`src/sdd_defs.svh`:
```
// Purpose: constants for the segment descriptor decoder
// Assumes: 32-bit APB data, one aligned word per register
// Notes:   offsets, field positions and reset values live here only
//
// How it works
// - Every descriptor is two words: base, limit and type, whatever its class.
// - Interrupt table has 256 entries, 8 bytes protected, 4 bytes real mode.
// - Storing the interrupt table register returns all of it, nothing hidden.
// - Loading the interrupt table register takes base as a linear address.
// - Interrupt table register holds a base field and a limit field.
// - Base assembled from three pieces in upper and lower descriptor words.
// - Limit assembled from upper bits at +4 and lower bits at +0.
// - Granularity one scales limit by 4 KB; zero counts bytes.
// - Code segment default size one means 32-bit operands, else 16-bit.
// - Data segment default size picks wide or narrow stack pointer.
// - Software-available flag is ignored by hardware.
// - Loading a non-present descriptor raises segment-not-present; no base or limit.
// - Privilege 00 is most privileged, 11 least privileged.
// - Class flag one means code or data; zero means system segment.
// - Type bit 11 is executable, bit 8 is accessed.
// - Type bit 10 is conforming for code/data, expand-down for system class.
// - Type bit 9 is readable for code/data, writable for system class.
// - System types decoded, e.g. 1001 available and 1011 busy 32-bit task state.
`ifndef SDD_DEFS_SVH
`define SDD_DEFS_SVH

`define SDD_ADDR_LO        12'h000
`define SDD_ADDR_HI        12'h004
`define SDD_ADDR_CTRL      12'h008
`define SDD_ADDR_BASE      12'h00C
`define SDD_ADDR_LIMIT     12'h010
`define SDD_ADDR_ATTR      12'h014
`define SDD_ADDR_TBL_BASE  12'h018
`define SDD_ADDR_TBL_LIM   12'h01C
`define SDD_ADDR_OFFSET    12'h020
`define SDD_ADDR_STATUS    12'h024

`define SDD_CTRL_LOAD      0
`define SDD_CTRL_PROT      1
`define SDD_CTRL_CHK_OFS   2
`define SDD_CTRL_CHK_VEC   3
`define SDD_CTRL_VEC_LSB   8
`define SDD_CTRL_VEC_MSB   15

`define SDD_BIT_G          23
`define SDD_BIT_D          22
`define SDD_BIT_AVL        20
`define SDD_BIT_P          15
`define SDD_DPL_MSB        14
`define SDD_DPL_LSB        13
`define SDD_BIT_S          12
`define SDD_TYPE_MSB       11
`define SDD_TYPE_LSB       8
`define SDD_BIT_EXEC       11
`define SDD_BIT_CE         10
`define SDD_BIT_RW         9
`define SDD_BIT_ACC        8

`define SDD_PAGE_SHIFT     12
`define SDD_PAGE_ONES      12'hFFF
`define SDD_ENT_SHIFT_PROT 3
`define SDD_ENT_SHIFT_REAL 2
`define SDD_ENT_LAST_PROT  32'h0000_0007
`define SDD_ENT_LAST_REAL  32'h0000_0003
`define SDD_TBL_LIM_RESET  16'hFFFF
`define SDD_ZERO32         32'h0000_0000

`define SDD_ST_TSS16_AV    4'h1
`define SDD_ST_LDT         4'h2
`define SDD_ST_TSS16_BSY   4'h3
`define SDD_ST_CALL16      4'h4
`define SDD_ST_TASK        4'h5
`define SDD_ST_INT16       4'h6
`define SDD_ST_TRAP16      4'h7
`define SDD_ST_TSS32_AV    4'h9
`define SDD_ST_TSS32_BSY   4'hB
`define SDD_ST_CALL32      4'hC
`define SDD_ST_INT32       4'hE
`define SDD_ST_TRAP32      4'hF

`endif

```
`src/sdd_pkg.sv`:
```
// Purpose: types for the segment descriptor decoder
// Assumes: constants come from sdd_defs.svh
// Notes:   state is one packed struct
package sdd_pkg;

   typedef enum logic [1:0] {
      SDD_IDLE  = 2'b00,
      SDD_CHECK = 2'b01,
      SDD_DONE  = 2'b11
   } sdd_state_t;

   typedef enum logic [3:0] {
      SDD_SYS_RESERVED  = 4'h0,
      SDD_SYS_TSS16_AV  = 4'h1,
      SDD_SYS_LDT       = 4'h2,
      SDD_SYS_TSS16_BSY = 4'h3,
      SDD_SYS_CALL16    = 4'h4,
      SDD_SYS_TASK      = 4'h5,
      SDD_SYS_INT16     = 4'h6,
      SDD_SYS_TRAP16    = 4'h7,
      SDD_SYS_TSS32_AV  = 4'h9,
      SDD_SYS_TSS32_BSY = 4'hB,
      SDD_SYS_CALL32    = 4'hC,
      SDD_SYS_INT32     = 4'hE,
      SDD_SYS_TRAP32    = 4'hF
   } sdd_sys_t;

   typedef struct packed {
      sdd_state_t  state;
      logic [31:0] lo;
      logic [31:0] hi;
      logic        prot;
      logic        chk_ofs;
      logic        chk_vec;
      logic [7:0]  vec;
      logic [31:0] tbl_base;
      logic [15:0] tbl_lim;
      logic [31:0] offset;
      logic [31:0] seg_base;
      logic [31:0] seg_limit;
      logic        valid;
      logic        not_present;
      logic        limit_fault;
      logic        vec_fault;
      logic        busy;
      logic [31:0] vec_addr;
      logic        wide_ops;
      logic        wide_stack;
      logic [1:0]  descriptor_privilege_field;
      logic        most_priv;
      logic        code_data;
      logic        exec;
      logic        conforming;
      logic        expand_down;
      logic        readable;
      logic        writable;
      logic        accessed;
      logic [3:0]  sys_type;
      logic        tss_avail;
      logic        tss_busy;
      logic        is_gate;
      logic        fault_pulse;
      logic [31:0] prdata;
      logic        pready;
      logic        pslverr;
   } sdd_regs_t;

endpackage

```
`src/sdd_decoder.sv`:
```
// Purpose: segment and interrupt descriptor decode with interrupt table register
// Assumes: APB slave, software writes descriptor words then pulses the load bit
// Notes:   one-cycle wait state on every APB access; decode result after 2 cycles
//
// Our own choices: the register offsets and the APB register port.
`timescale 1ns/1ps
`default_nettype none
`include "sdd_defs.svh"

module sdd_decoder
   import sdd_pkg::*;
#(
   parameter int unsigned ADDR_W = 12
) (
   input  wire logic              clk,
   input  wire logic              reset,
   input  wire logic              clk_en,
   input  wire logic              psel,
   input  wire logic              penable,
   input  wire logic              pwrite,
   input  wire logic [ADDR_W-1:0] paddr,
   input  wire logic [31:0]       pwdata,
   input  wire logic [3:0]        pstrb,
   output logic [31:0]            prdata,
   output logic                   pready,
   output logic                   pslverr,
   output logic                   seg_not_present,
   output logic                   limit_fault,
   output logic                   vector_fault,
   output logic                   fault_pulse,
   output logic                   decode_valid,
   output logic                   wide_ops,
   output logic                   wide_stack,
   output logic [1:0]             desc_priv
);

   sdd_regs_t r_q;
   sdd_regs_t r_d;

   // Apply byte strobes to a word register
   function automatic logic [31:0] strb_merge(input logic [31:0] old,
                                              input logic [31:0] wd,
                                              input logic [3:0]  st);
      logic [31:0] res;
      res = old;
      for (int i = 0; i < 4; i++) begin
         if (st[i]) begin
            res[i*8 +: 8] = wd[i*8 +: 8];
         end
      end
      return res;
   endfunction

   function automatic logic is_reg(input logic [ADDR_W-1:0] a,
                                   input logic [11:0]       off);
      return a == ADDR_W'(off);
   endfunction

   logic        acc;
   logic        wr;
   logic        mapped;
   logic [31:0] hi_w;
   logic [31:0] lo_w;
   logic [19:0] raw_lim;
   logic [31:0] scaled_lim;
   logic [31:0] ent_last;
   logic [31:0] ent_ofs;
   logic [31:0] status_w;
   logic [31:0] attr_w;

   always_comb begin
      hi_w = r_q.hi;
      lo_w = r_q.lo;
      acc  = psel && penable && !r_q.pready;
      wr   = acc && pwrite;
      mapped = is_reg(paddr, `SDD_ADDR_LO) || is_reg(paddr, `SDD_ADDR_HI)
            || is_reg(paddr, `SDD_ADDR_CTRL) || is_reg(paddr, `SDD_ADDR_BASE)
            || is_reg(paddr, `SDD_ADDR_LIMIT) || is_reg(paddr, `SDD_ADDR_ATTR)
            || is_reg(paddr, `SDD_ADDR_TBL_BASE) || is_reg(paddr, `SDD_ADDR_TBL_LIM)
            || is_reg(paddr, `SDD_ADDR_OFFSET) || is_reg(paddr, `SDD_ADDR_STATUS);
      raw_lim = {hi_w[19:16], lo_w[15:0]};
      // Page granularity fills the low 12 bits with ones so the last byte is covered
      if (hi_w[`SDD_BIT_G]) begin
         scaled_lim = {raw_lim, `SDD_PAGE_ONES};
      end else begin
         scaled_lim = {12'h000, raw_lim};
      end
      // Last byte of the selected entry must sit inside the table limit
      ent_ofs  = r_q.prot ? ({24'h00_0000, r_q.vec} << `SDD_ENT_SHIFT_PROT)
                          : ({24'h00_0000, r_q.vec} << `SDD_ENT_SHIFT_REAL);
      ent_last = ent_ofs + (r_q.prot ? `SDD_ENT_LAST_PROT : `SDD_ENT_LAST_REAL);
      status_w = {25'h000_0000, r_q.busy, r_q.fault_pulse, r_q.vec_fault,
                  r_q.limit_fault, r_q.not_present, r_q.valid, r_q.prot};
      attr_w = {13'h0000, r_q.tss_busy, r_q.tss_avail, r_q.is_gate, r_q.sys_type,
                r_q.accessed, r_q.writable, r_q.readable, r_q.expand_down,
                r_q.conforming, r_q.exec, r_q.code_data, r_q.most_priv, r_q.descriptor_privilege_field,
                r_q.wide_stack, r_q.wide_ops};

      r_d = r_q;
      r_d.pready      = 1'b0;
      r_d.pslverr     = 1'b0;
      r_d.fault_pulse = 1'b0;

      // APB: access phase answered one cycle after it starts
      if (acc) begin
         r_d.pready  = 1'b1;
         r_d.pslverr = !mapped;
         r_d.prdata  = `SDD_ZERO32;
         if (wr) begin
            if (is_reg(paddr, `SDD_ADDR_LO)) begin
               r_d.lo = strb_merge(r_q.lo, pwdata, pstrb);
            end
            if (is_reg(paddr, `SDD_ADDR_HI)) begin
               r_d.hi = strb_merge(r_q.hi, pwdata, pstrb);
            end
            if (is_reg(paddr, `SDD_ADDR_CTRL)) begin
               r_d.prot    = pwdata[`SDD_CTRL_PROT];
               r_d.chk_ofs = pwdata[`SDD_CTRL_CHK_OFS];
               r_d.chk_vec = pwdata[`SDD_CTRL_CHK_VEC];
               r_d.vec     = pwdata[`SDD_CTRL_VEC_MSB:`SDD_CTRL_VEC_LSB];
               if (pwdata[`SDD_CTRL_LOAD] && r_q.state == SDD_IDLE) begin
                  r_d.state = SDD_CHECK;
                  r_d.busy  = 1'b1;
               end
            end
            // Base taken as written: linear, no segment translation applied
            if (is_reg(paddr, `SDD_ADDR_TBL_BASE)) begin
               r_d.tbl_base = strb_merge(r_q.tbl_base, pwdata, pstrb);
            end
            if (is_reg(paddr, `SDD_ADDR_TBL_LIM)) begin
               r_d.tbl_lim = strb_merge({16'h0000, r_q.tbl_lim}, pwdata, pstrb)
                             [15:0];
            end
            if (is_reg(paddr, `SDD_ADDR_OFFSET)) begin
               r_d.offset = strb_merge(r_q.offset, pwdata, pstrb);
            end
         end else begin
            if (is_reg(paddr, `SDD_ADDR_LO)) r_d.prdata = r_q.lo;
            if (is_reg(paddr, `SDD_ADDR_HI)) r_d.prdata = r_q.hi;
            if (is_reg(paddr, `SDD_ADDR_CTRL)) begin
               r_d.prdata = {16'h0000, r_q.vec, 4'h0, r_q.chk_vec, r_q.chk_ofs,
                             r_q.prot, 1'b0};
            end
            if (is_reg(paddr, `SDD_ADDR_BASE))  r_d.prdata = r_q.seg_base;
            if (is_reg(paddr, `SDD_ADDR_LIMIT)) r_d.prdata = r_q.seg_limit;
            if (is_reg(paddr, `SDD_ADDR_ATTR))  r_d.prdata = attr_w;
            // Whole register readable; nothing of it is hidden
            if (is_reg(paddr, `SDD_ADDR_TBL_BASE)) r_d.prdata = r_q.tbl_base;
            if (is_reg(paddr, `SDD_ADDR_TBL_LIM)) begin
               r_d.prdata = {16'h0000, r_q.tbl_lim};
            end
            if (is_reg(paddr, `SDD_ADDR_OFFSET)) r_d.prdata = r_q.offset;
            if (is_reg(paddr, `SDD_ADDR_STATUS)) r_d.prdata = status_w;
         end
      end

      case (r_q.state)
         SDD_IDLE: begin
         end
         SDD_CHECK: begin
            r_d.valid       = 1'b0;
            r_d.limit_fault = 1'b0;
            r_d.vec_fault   = 1'b0;
            r_d.not_present = 1'b0;
            // Software-available bit is never read here
            if (!hi_w[`SDD_BIT_P]) begin
               r_d.not_present = 1'b1;
               r_d.fault_pulse = 1'b1;
               r_d.seg_base    = `SDD_ZERO32;
               r_d.seg_limit   = `SDD_ZERO32;
            end else begin
               r_d.valid     = 1'b1;
               r_d.seg_base  = {hi_w[31:24], hi_w[7:0], lo_w[31:16]};
               r_d.seg_limit = scaled_lim;
               // Expand-down segments get the same offset > limit check as every other segment
               if (r_q.chk_ofs && r_q.offset > scaled_lim) begin
                  r_d.limit_fault = 1'b1;
                  r_d.fault_pulse = 1'b1;
               end
            end
            if (r_q.chk_vec && ent_last > {16'h0000, r_q.tbl_lim}) begin
               r_d.vec_fault   = 1'b1;
               r_d.fault_pulse = 1'b1;
            end
            r_d.vec_addr = r_q.tbl_base + ent_ofs;
            r_d.descriptor_privilege_field       = hi_w[`SDD_DPL_MSB:`SDD_DPL_LSB];
            r_d.most_priv = hi_w[`SDD_DPL_MSB:`SDD_DPL_LSB] == 2'b00;
            r_d.code_data = hi_w[`SDD_BIT_S];
            r_d.exec      = hi_w[`SDD_BIT_EXEC];
            r_d.accessed  = hi_w[`SDD_BIT_ACC];
            r_d.conforming  = hi_w[`SDD_BIT_S] && hi_w[`SDD_BIT_CE];
            r_d.expand_down = !hi_w[`SDD_BIT_S] && hi_w[`SDD_BIT_CE];
            r_d.readable    = hi_w[`SDD_BIT_S] && hi_w[`SDD_BIT_RW];
            r_d.writable    = !hi_w[`SDD_BIT_S] && hi_w[`SDD_BIT_RW];
            // Size flag means operand width for code, stack width for data, nothing for system class
            r_d.wide_ops   = hi_w[`SDD_BIT_S] && hi_w[`SDD_BIT_EXEC]
                             && hi_w[`SDD_BIT_D];
            r_d.wide_stack = hi_w[`SDD_BIT_S] && !hi_w[`SDD_BIT_EXEC]
                             && hi_w[`SDD_BIT_D];
            r_d.sys_type  = hi_w[`SDD_BIT_S] ? 4'h0
                            : hi_w[`SDD_TYPE_MSB:`SDD_TYPE_LSB];
            r_d.tss_avail = !hi_w[`SDD_BIT_S]
                            && hi_w[`SDD_TYPE_MSB:`SDD_TYPE_LSB] == `SDD_ST_TSS32_AV;
            r_d.tss_busy  = !hi_w[`SDD_BIT_S]
                            && hi_w[`SDD_TYPE_MSB:`SDD_TYPE_LSB] == `SDD_ST_TSS32_BSY;
            r_d.is_gate   = !hi_w[`SDD_BIT_S]
                            && (hi_w[`SDD_TYPE_MSB:`SDD_TYPE_LSB] == `SDD_ST_CALL16
                             || hi_w[`SDD_TYPE_MSB:`SDD_TYPE_LSB] == `SDD_ST_TASK
                             || hi_w[`SDD_TYPE_MSB:`SDD_TYPE_LSB] == `SDD_ST_INT16
                             || hi_w[`SDD_TYPE_MSB:`SDD_TYPE_LSB] == `SDD_ST_TRAP16
                             || hi_w[`SDD_TYPE_MSB:`SDD_TYPE_LSB] == `SDD_ST_CALL32
                             || hi_w[`SDD_TYPE_MSB:`SDD_TYPE_LSB] == `SDD_ST_INT32
                             || hi_w[`SDD_TYPE_MSB:`SDD_TYPE_LSB] == `SDD_ST_TRAP32);
            r_d.state = SDD_DONE;
         end
         SDD_DONE: begin
            r_d.busy  = 1'b0;
            r_d.state = SDD_IDLE;
         end
         default: begin
            r_d.state = SDD_IDLE;
         end
      endcase
   end

   always_ff @(posedge clk) begin
      if (reset) begin
         r_q          <= '0;
         r_q.state    <= SDD_IDLE;
         r_q.tbl_lim  <= `SDD_TBL_LIM_RESET;
      end else if (clk_en) begin
         r_q <= r_d;
      end
   end

   assign prdata          = r_q.prdata;
   assign pready          = r_q.pready;
   assign pslverr         = r_q.pslverr;
   assign seg_not_present = r_q.not_present;
   assign limit_fault     = r_q.limit_fault;
   assign vector_fault    = r_q.vec_fault;
   assign fault_pulse     = r_q.fault_pulse;
   assign decode_valid    = r_q.valid;
   assign wide_ops        = r_q.wide_ops;
   assign wide_stack      = r_q.wide_stack;
   assign desc_priv       = r_q.descriptor_privilege_field;

endmodule

`default_nettype wire

```
`config.mk`:
```
export PLATFORM = sky130hd
export DESIGN_NAME = sdd_decoder
export DESIGN_NICKNAME = d
export VERILOG_FILES = /design/src/sdd_pkg.sv /design/src/sdd_decoder.sv
export VERILOG_INCLUDE_DIRS = /design/src
export SDC_FILE = /design/constraint.sdc
export NUM_CORES = 1
export LEC_CHECK = 0
export BUFFER_PORTS_ARGS = -buffer_cell sky130_fd_sc_hd__buf_2
export CAP_MARGIN = 10
export CORE_MARGIN = 2
export CORE_UTILIZATION = 40
export DETAILED_ROUTE_END_ITERATION = 8
export PLACE_DENSITY_LB_ADDON = 0.2
export SLEW_MARGIN = 20
export SYNTH_ARGS = -nofsm -noshare
export SYNTH_HDL_FRONTEND = slang
export SYNTH_SLANG_ARGS = --single-unit
```
`constraint.sdc`:
```
create_clock -name clk -period 6.5 [get_ports clk]
set_clock_uncertainty 0.1 [all_clocks]
set_input_delay 1.3 -clock clk [delete_from_list [all_inputs] [get_ports clk]]
set_output_delay 1.3 -clock clk [all_outputs]
set_load 0.01 [all_outputs]
```
==> reports/results.txt, run 1 <==
grt total ovfl - 0
die extent in y - 189 um
count of buffers from port buffering - 96
tightest slew margin relative to the limit - 24.3%
Setup-failing EPs final - 0
clock buffer depth - 3
number of diodes added for antenna fixing - 0
Pwr per Cell Area - 252 nW/um^2
class of the tightest hold or removal check - flip-flop to flip-flop
Routed Wire Length - 52100 um
routability-driven placement congestion ratio - 0.922
final worst-path cycle share - 61.8%
global-route wire length before repair - 77700 um
placed cells - 2111
Max Clock Freq - 249 MHz
slowest cell on the critical path - sky130_fd_sc_hd__nor3_2
number of violations of the max-capacitance limit - 0
most numerous cell on the critical path - sky130_fd_sc_hd__nor2_1
worst path buffer plus inverter count - 2
actual transition at the worst max-transition pin - 1.13 ns
total via count after detailed routing - 13300
share of final-layout standard cells stronger than drive strength 1 - 14.0%
number of resized instances in the post-cts repair step - 0
core region area - 33600 um^2
drc violations - 0
combined area of all synthesized cells - 13700 um^2
number of synthesized flops with an enable pin - 0
Critical Path Start Type - input port
clk sinks - 278
hold depth - 2
overall die width - 189 um
number of placement rows - 67
net count of the finished layout - 1793
critical path endpoint category - flip-flop
number of buffers inserted by post-CTS setup repair - 0
starting density of the core - 40.7%
average cell area after synthesis - 8.04 um^2
clock tree from TritonCTS - yes
Crit Path Class - input port to flip-flop
top-level port count - 97
via count of the first global-routing pass - 12200
clock-pin slew on the worst setup and hold paths - 0.06 ns
Antenna Nets Post-Route - 0
Worst path top cell family by delay - simple AND/OR/NAND/NOR gates
worst-case reg-to-reg path depth - 7
Crit path arrival time - 4.38 ns
area of the die - 35700 um^2
Mapped Nets - 1795
most frequent cells in the layout - sky130_fd_sc_hd__dfxtp_1 (277), sky130_fd_sc_hd__nand2_1 (274), sky130_fd_sc_hd__a21oi_1 (259)
data required time of the critical path - 6.86 ns
share of the yosys chip area belonging to registers - 40.7%
post-detailed-route wirelength per cell - 24.0 um
async set or reset register ratio after synthesis - 0%
number of slew-limit violations in the final report - 0
total clock buffers created by CTS - 31
post-synthesis cell type count - 71
delay contributed by the slowest stage of the critical path - 0.74 ns
result of the run - finished clean
clock latency on the worst-skew pair - 0.57 ns
final number of hold-violating endpoints - 0
drt first pass iters - 8
stages on the worst setup path - 8
pin count of the biggest net entering global routing - 101
chain of cells forming the critical path - buf_2 > or4b_1 > nor3_2 > nand3_2 > buf_4 > nor2_1 > nor2_1 > a211o_1
gr usage total - 28.5%
number of synthesized register bits - 278
YS warnings - 0
layout overhead on the synthesized area - 12.5%
instance count of the mapped netlist - 1699
flip-flop cell with the highest count after synthesis - sky130_fd_sc_hd__dfxtp_1
unrepaired setup endpoints after global routing - no
Post-Layout Cell Count - 2170
VDD IR-drop max - 0.193 mV
CTS Root Buffer Type - sky130_fd_sc_hd__clkbuf_16
most common cell after layout, fill and taps aside - sky130_fd_sc_hd__dfxtp_1
depth of the CTS H-tree - 1
Leak Pwr - 5.33 nW
post-DR vias/cell - 6.13
total negative slack for setup checks - 0 ns
hpwl dp - 36300 um
initial antenna violation count - 1
count of routing violations after the opening detailed-route iteration - 1711
Crit Path Max Fanout - 22
final critical delay including setup and external delays - 4.01 ns
number of buffers inserted for hold repair after clock tree synthesis - 0
==> final cells by class <==
cell class	instances	area [um^2]
tap	448	561
timing repair buffer	127	742
fill	3391	18200
sequential	278	5570
clock inverter	18	319
clock buffer	40	850
multi-input combinational	1239	7270
inverter	20	75.1
==> report_power, final <==
group	internal [mW]	total [mW]	switching [mW]	leakage, nW
Sequential	1.70	1.70	0.000383	2.24
Combinational	0.0306	0.135	0.105	2.51
Clock	1.27	2.03	0.759	0.580
Total	3.01	3.87	0.864	5.33
==> state kept, by name (all words and copies together) (netlist names), 2 cells and up <==
register / count
attr_w: 13
desc_priv: 2
hi_w: 32
lo_w: 32
prdata: 32
r_q: 158
==> worst reg2reg max path, cell delays in order, from the launching register on <==
cell and delay (ns):
sky130_fd_sc_hd__dfxtp_1 0.33, sky130_fd_sc_hd__nand4b_1 0.17, sky130_fd_sc_hd__buf_4 0.26, sky130_fd_sc_hd__nor2_1 0.68
sky130_fd_sc_hd__nand2_1 0.78, sky130_fd_sc_hd__nor2_2 0.61, sky130_fd_sc_hd__mux2i_1 0.26, sky130_fd_sc_hd__nor2_1 0.05
==> stage by stage <==
stage | instance area [um^2] | utilization [%] | setup slack (ns) | hold slack [ns] | power (mW)
2_1_floorplan | 13700 | - | 3.31 | 0.326 | 1.81
3_3_place_gp | 14200 | 42.2 | 2.05 | 0.338 | 1.87
3_5_place_dp | 14200 | 42.2 | 1.94 | 0.344 | 1.87
4_1_cts | 15400 | 45.7 | 2.58 | 0.353 | 3.87
5_1_grt | 15400 | 45.7 | 2.37 | 0.369 | 3.95
6_report | 15400 | 45.7 | 2.49 | 0.353 | 3.87
==> per-layer routing <==
metal	GRT usage, %	part of all wire (%)
met5	0	0
met3	4.17	9.0
met1	41.5	44
met4	8.59	3.0
met2	43.3	44
==> cell usage after synthesis (16+ instances only) <==
cell type	n	area share [%]
sky130_fd_sc_hd__a21oi_1	259	9.5
sky130_fd_sc_hd__a22oi_1	45	2.5
sky130_fd_sc_hd__buf_2	17	0.62
sky130_fd_sc_hd__buf_4	37	2.0
sky130_fd_sc_hd__clkbuf_1	96	2.6
sky130_fd_sc_hd__dfxtp_1	278	41
sky130_fd_sc_hd__ha_1	42	3.8
sky130_fd_sc_hd__inv_1	18	0.49
sky130_fd_sc_hd__mux2i_1	27	2.0
sky130_fd_sc_hd__nand2_1	275	7.6
sky130_fd_sc_hd__nand3_1	57	2.1
sky130_fd_sc_hd__nand4_1	16	0.73
sky130_fd_sc_hd__nor2_1	111	3.0
sky130_fd_sc_hd__o21ai_0	148	5.4
==> path summary, 6_finish.rpt <==
| path | start | end | slack, ns |
|---|---|---|---|
| setup / recovery | paddr[4] | r_q[194] | 2.49 |
| hold / removal | r_q[153] | r_q[153] | 0.35 |
| setup reg to reg | pready | lo_w[19] | 3.14 |
| hold reg to reg | r_q[153] | r_q[153] | 0.35 |
==> logic make-up after synthesis <==
kind of cell	after synthesis	synth area share, %
buf+inv	182	6.28
flops	278	40.7
other cells	1	0.0274
simple gates	556	18.8
mux	41	3.38
compound gates	599	27.0
fa+ha+maj	42	3.85
Power figures use the tool's default switching activity.
==> run 2: changes to the inputs <==
- clock period: 6.5 -> 3.6 ns (I/O delays scaled with it)
==> run 2 against run 1 <==
Cell count rose by 1.5%. Die area did not move. Non-clock buffer count rose by 31. Global-route usage rose by 0.61 points. Combinational power rose by 88%. Final area rose by 1.7%. Power rose by 81%. First-iteration DRC count fell by 16%. Register-to-register slack got worse by 2.4 ns. Count of clock-buffer cells in the layout rose by 7. Critical path type unchanged. Critical endpoint is now prdata[8].
==> reports/results.txt, run 2 (synthesis results as in run 1) <==
result of the run - finished clean
CTS Root Buffer Type - sky130_fd_sc_hd__clkbuf_16
starting density of the core - 40.7% (unchanged)
pin count of the biggest net entering global routing - 94 (-6.9%)
most used routing layer in global routing - met2
number of buffers inserted for hold repair after clock tree synthesis - 0 (unchanged)
actual transition at the worst max-transition pin - 1.15 ns (+0.0218 ns)
number of resized instances in the post-cts repair step - 0 (unchanged)
die extent in y - 189 um (unchanged)
number of slew-limit violations in the final report - 0 (unchanged)
final worst-path cycle share - 79.2%
VDD IR-drop max - 0.558 mV (+190%)
power share of the sequential group - 44.0% (about the same)
layout overhead on the synthesized area - 14.4%
clk sinks - 278 (unchanged)
Antenna Nets Post-Route - 0 (unchanged)
clock buffer depth - 3 (unchanged)
overall die width - 189 um (unchanged)
Crit Path Max Fanout - 9 (-59%)
share of final-layout standard cells stronger than drive strength 1 - 15.8% (+1.8 points)
standard cell area after detailed placement - 14400 um^2 (+1.7%)
count of buffers from port buffering - 96 (unchanged)
routability-driven placement congestion ratio - 0.983 (+6.6%)
Biggest register - r_q
total via count after detailed routing - 13400 (+0.81%)
area of the die - 35700 um^2 (unchanged)
class of the tightest hold or removal check - flip-flop to flip-flop
unrepaired setup endpoints after global routing - no
number of violations of the max-capacitance limit - 0 (unchanged)
net count of the finished layout - 1827 (+1.9%)
fraction of met3 tracks used by global routing - 5.53% (+1.4 points)
clock tree from TritonCTS - yes
met1 global-route usage - 41.1% (-0.39 points)
Setup-failing EPs final - 0 (unchanged)
grt total ovfl - 0 (unchanged)
Leak Pwr - 5.48 nW (+2.7%)
final design area excluding fillers - 15600 um^2 (+1.7%)
Max Clock Freq - 351 MHz
final number of hold-violating endpoints - 0 (unchanged)
most frequent cells in the layout - sky130_fd_sc_hd__dfxtp_1 (277), sky130_fd_sc_hd__nand2_1 (274), sky130_fd_sc_hd__a21oi_1 (259)
count of routing violations after the opening detailed-route iteration - 1445 (-16%)
met2 global-route usage - 44.2% (+0.88 points)
number of placement rows - 67 (unchanged)
total negative slack for setup checks - 0 ns (unchanged)
tightest slew margin relative to the limit - 23.1% (-1.2 points)
number of buffers inserted by post-CTS setup repair - 0 (unchanged)
core region area - 33600 um^2 (unchanged)
clock-pin slew on the worst setup and hold paths - 0.06 ns (about the same)
gr usage total - 29.1% (+0.61 points)
P_sw - 1.58 mW (+83%)
drt first pass iters - 6 (-2)
placed cells - 2143 (+1.5%)
combinational cell fraction of total power - 3.6% (about the same)
total clock buffers created by CTS - 34 (+9.7%)
number of diodes added for antenna fixing - 0 (unchanged)
Crit path arrival time - 3.18 ns (-1.20 ns)
power share of the clock group - 52.4% (about the same)
drc violations - 0 (unchanged)
post-DR vias/cell - 6.09 (-0.65%)
Critical Path Start Type - input port
max reg flops - 158 (unchanged)
final critical delay including setup and external delays - 2.85 ns
post-detailed-route wirelength per cell - 23.9 um (-0.32%)
Crit Path Class - input port to flip-flop
Post-Layout Cell Count - 2202 (+1.5%)
via count of the first global-routing pass - 12600 (+3.0%)
critical path endpoint category - flip-flop
Pwr per Cell Area - 447 nW/um^2 (+78%)
depth of the CTS H-tree - 2 (+1)
clock latency on the worst-skew pair - 0.51 ns (-0.06 ns)
global-route wire length before repair - 79000 um (+1.7%)
most common cell after layout, fill and taps aside - sky130_fd_sc_hd__dfxtp_1
top-level port count - 97 (unchanged)
initial antenna violation count - 0 (-1)
switching share of total power - 22.6% (+0.31 points)
P_int - 5.41 mW (+80%)
Routed Wire Length - 52700 um (+1.2%)
data required time of the critical path - 3.93 ns (-2.93 ns)
hpwl dp - 37800 um (+4.2%)
run 2: metal layers:
metal / share of wire, % / vias to the layer above / wire length [um]
met4: 3.2 / 0 / 1690
met3: 8.5 / 93 / 4470
met2: 43 / 639 / 22900
li1: - / 6191 / -
met1: 45 / 6477 / 23700
met5: 0 / - / 0
run 2: final timing paths:
path	end	slack, ns	from	cells past startpoint
max	prdata[8]	0.75	paddr[7]	7
max reg2reg	fault_pulse	0.75	hi_w[23]	10
min reg2reg	r_q[154]	0.36	r_q[154]	2
min	r_q[154]	0.36	r_q[154]	2
run 2: area by class of cell:
type	instances	area, um^2
clock buffers	47	1020
clock inverters	12	188
fillers	3338	18000
inverters	20	75.1
multi-input cells	1239	7260
flip-flops and latches	278	5570
well taps	448	561
repair buffers	158	967
run 2: critical path, stage by stage:
cell and delay [ns]:
sky130_fd_sc_hd__buf_2 0.13, sky130_fd_sc_hd__nor3_1 0.46, sky130_fd_sc_hd__nand2_1 0.40, sky130_fd_sc_hd__a2111oi_0 0.93, sky130_fd_sc_hd__buf_4 0.24, sky130_fd_sc_hd__a221oi_1 0.10, sky130_fd_sc_hd__o31ai_1 0.20
run 2: power by group through the flow:
stage | clock network, mW | registers [mW] | logic [mW]
finish | 3.66 | 3.08 | 0.254
detailed placement | 0 | 3.15 | 0.246
floorplan | 0 | 3.15 | 0.114
global placement | 0 | 3.15 | 0.247
CTS | 3.70 | 3.08 | 0.246
global route | 3.82 | 3.08 | 0.264
run 2: per-stage QoR:
stage / util, % / hold slack [ns] / setup WS, ns / total power [mW]
2_1_floorplan: - / 0.326 / 0.791 / 3.26
3_3_place_gp: 42.9 / 0.337 / 0.329 / 3.39
3_5_place_dp: 42.9 / 0.348 / 0.329 / 3.39
4_1_cts: 46.5 / 0.356 / 0.800 / 7.03
5_1_grt: 46.5 / 0.373 / 0.566 / 7.16
6_report: 46.5 / 0.355 / 0.749 / 6.99
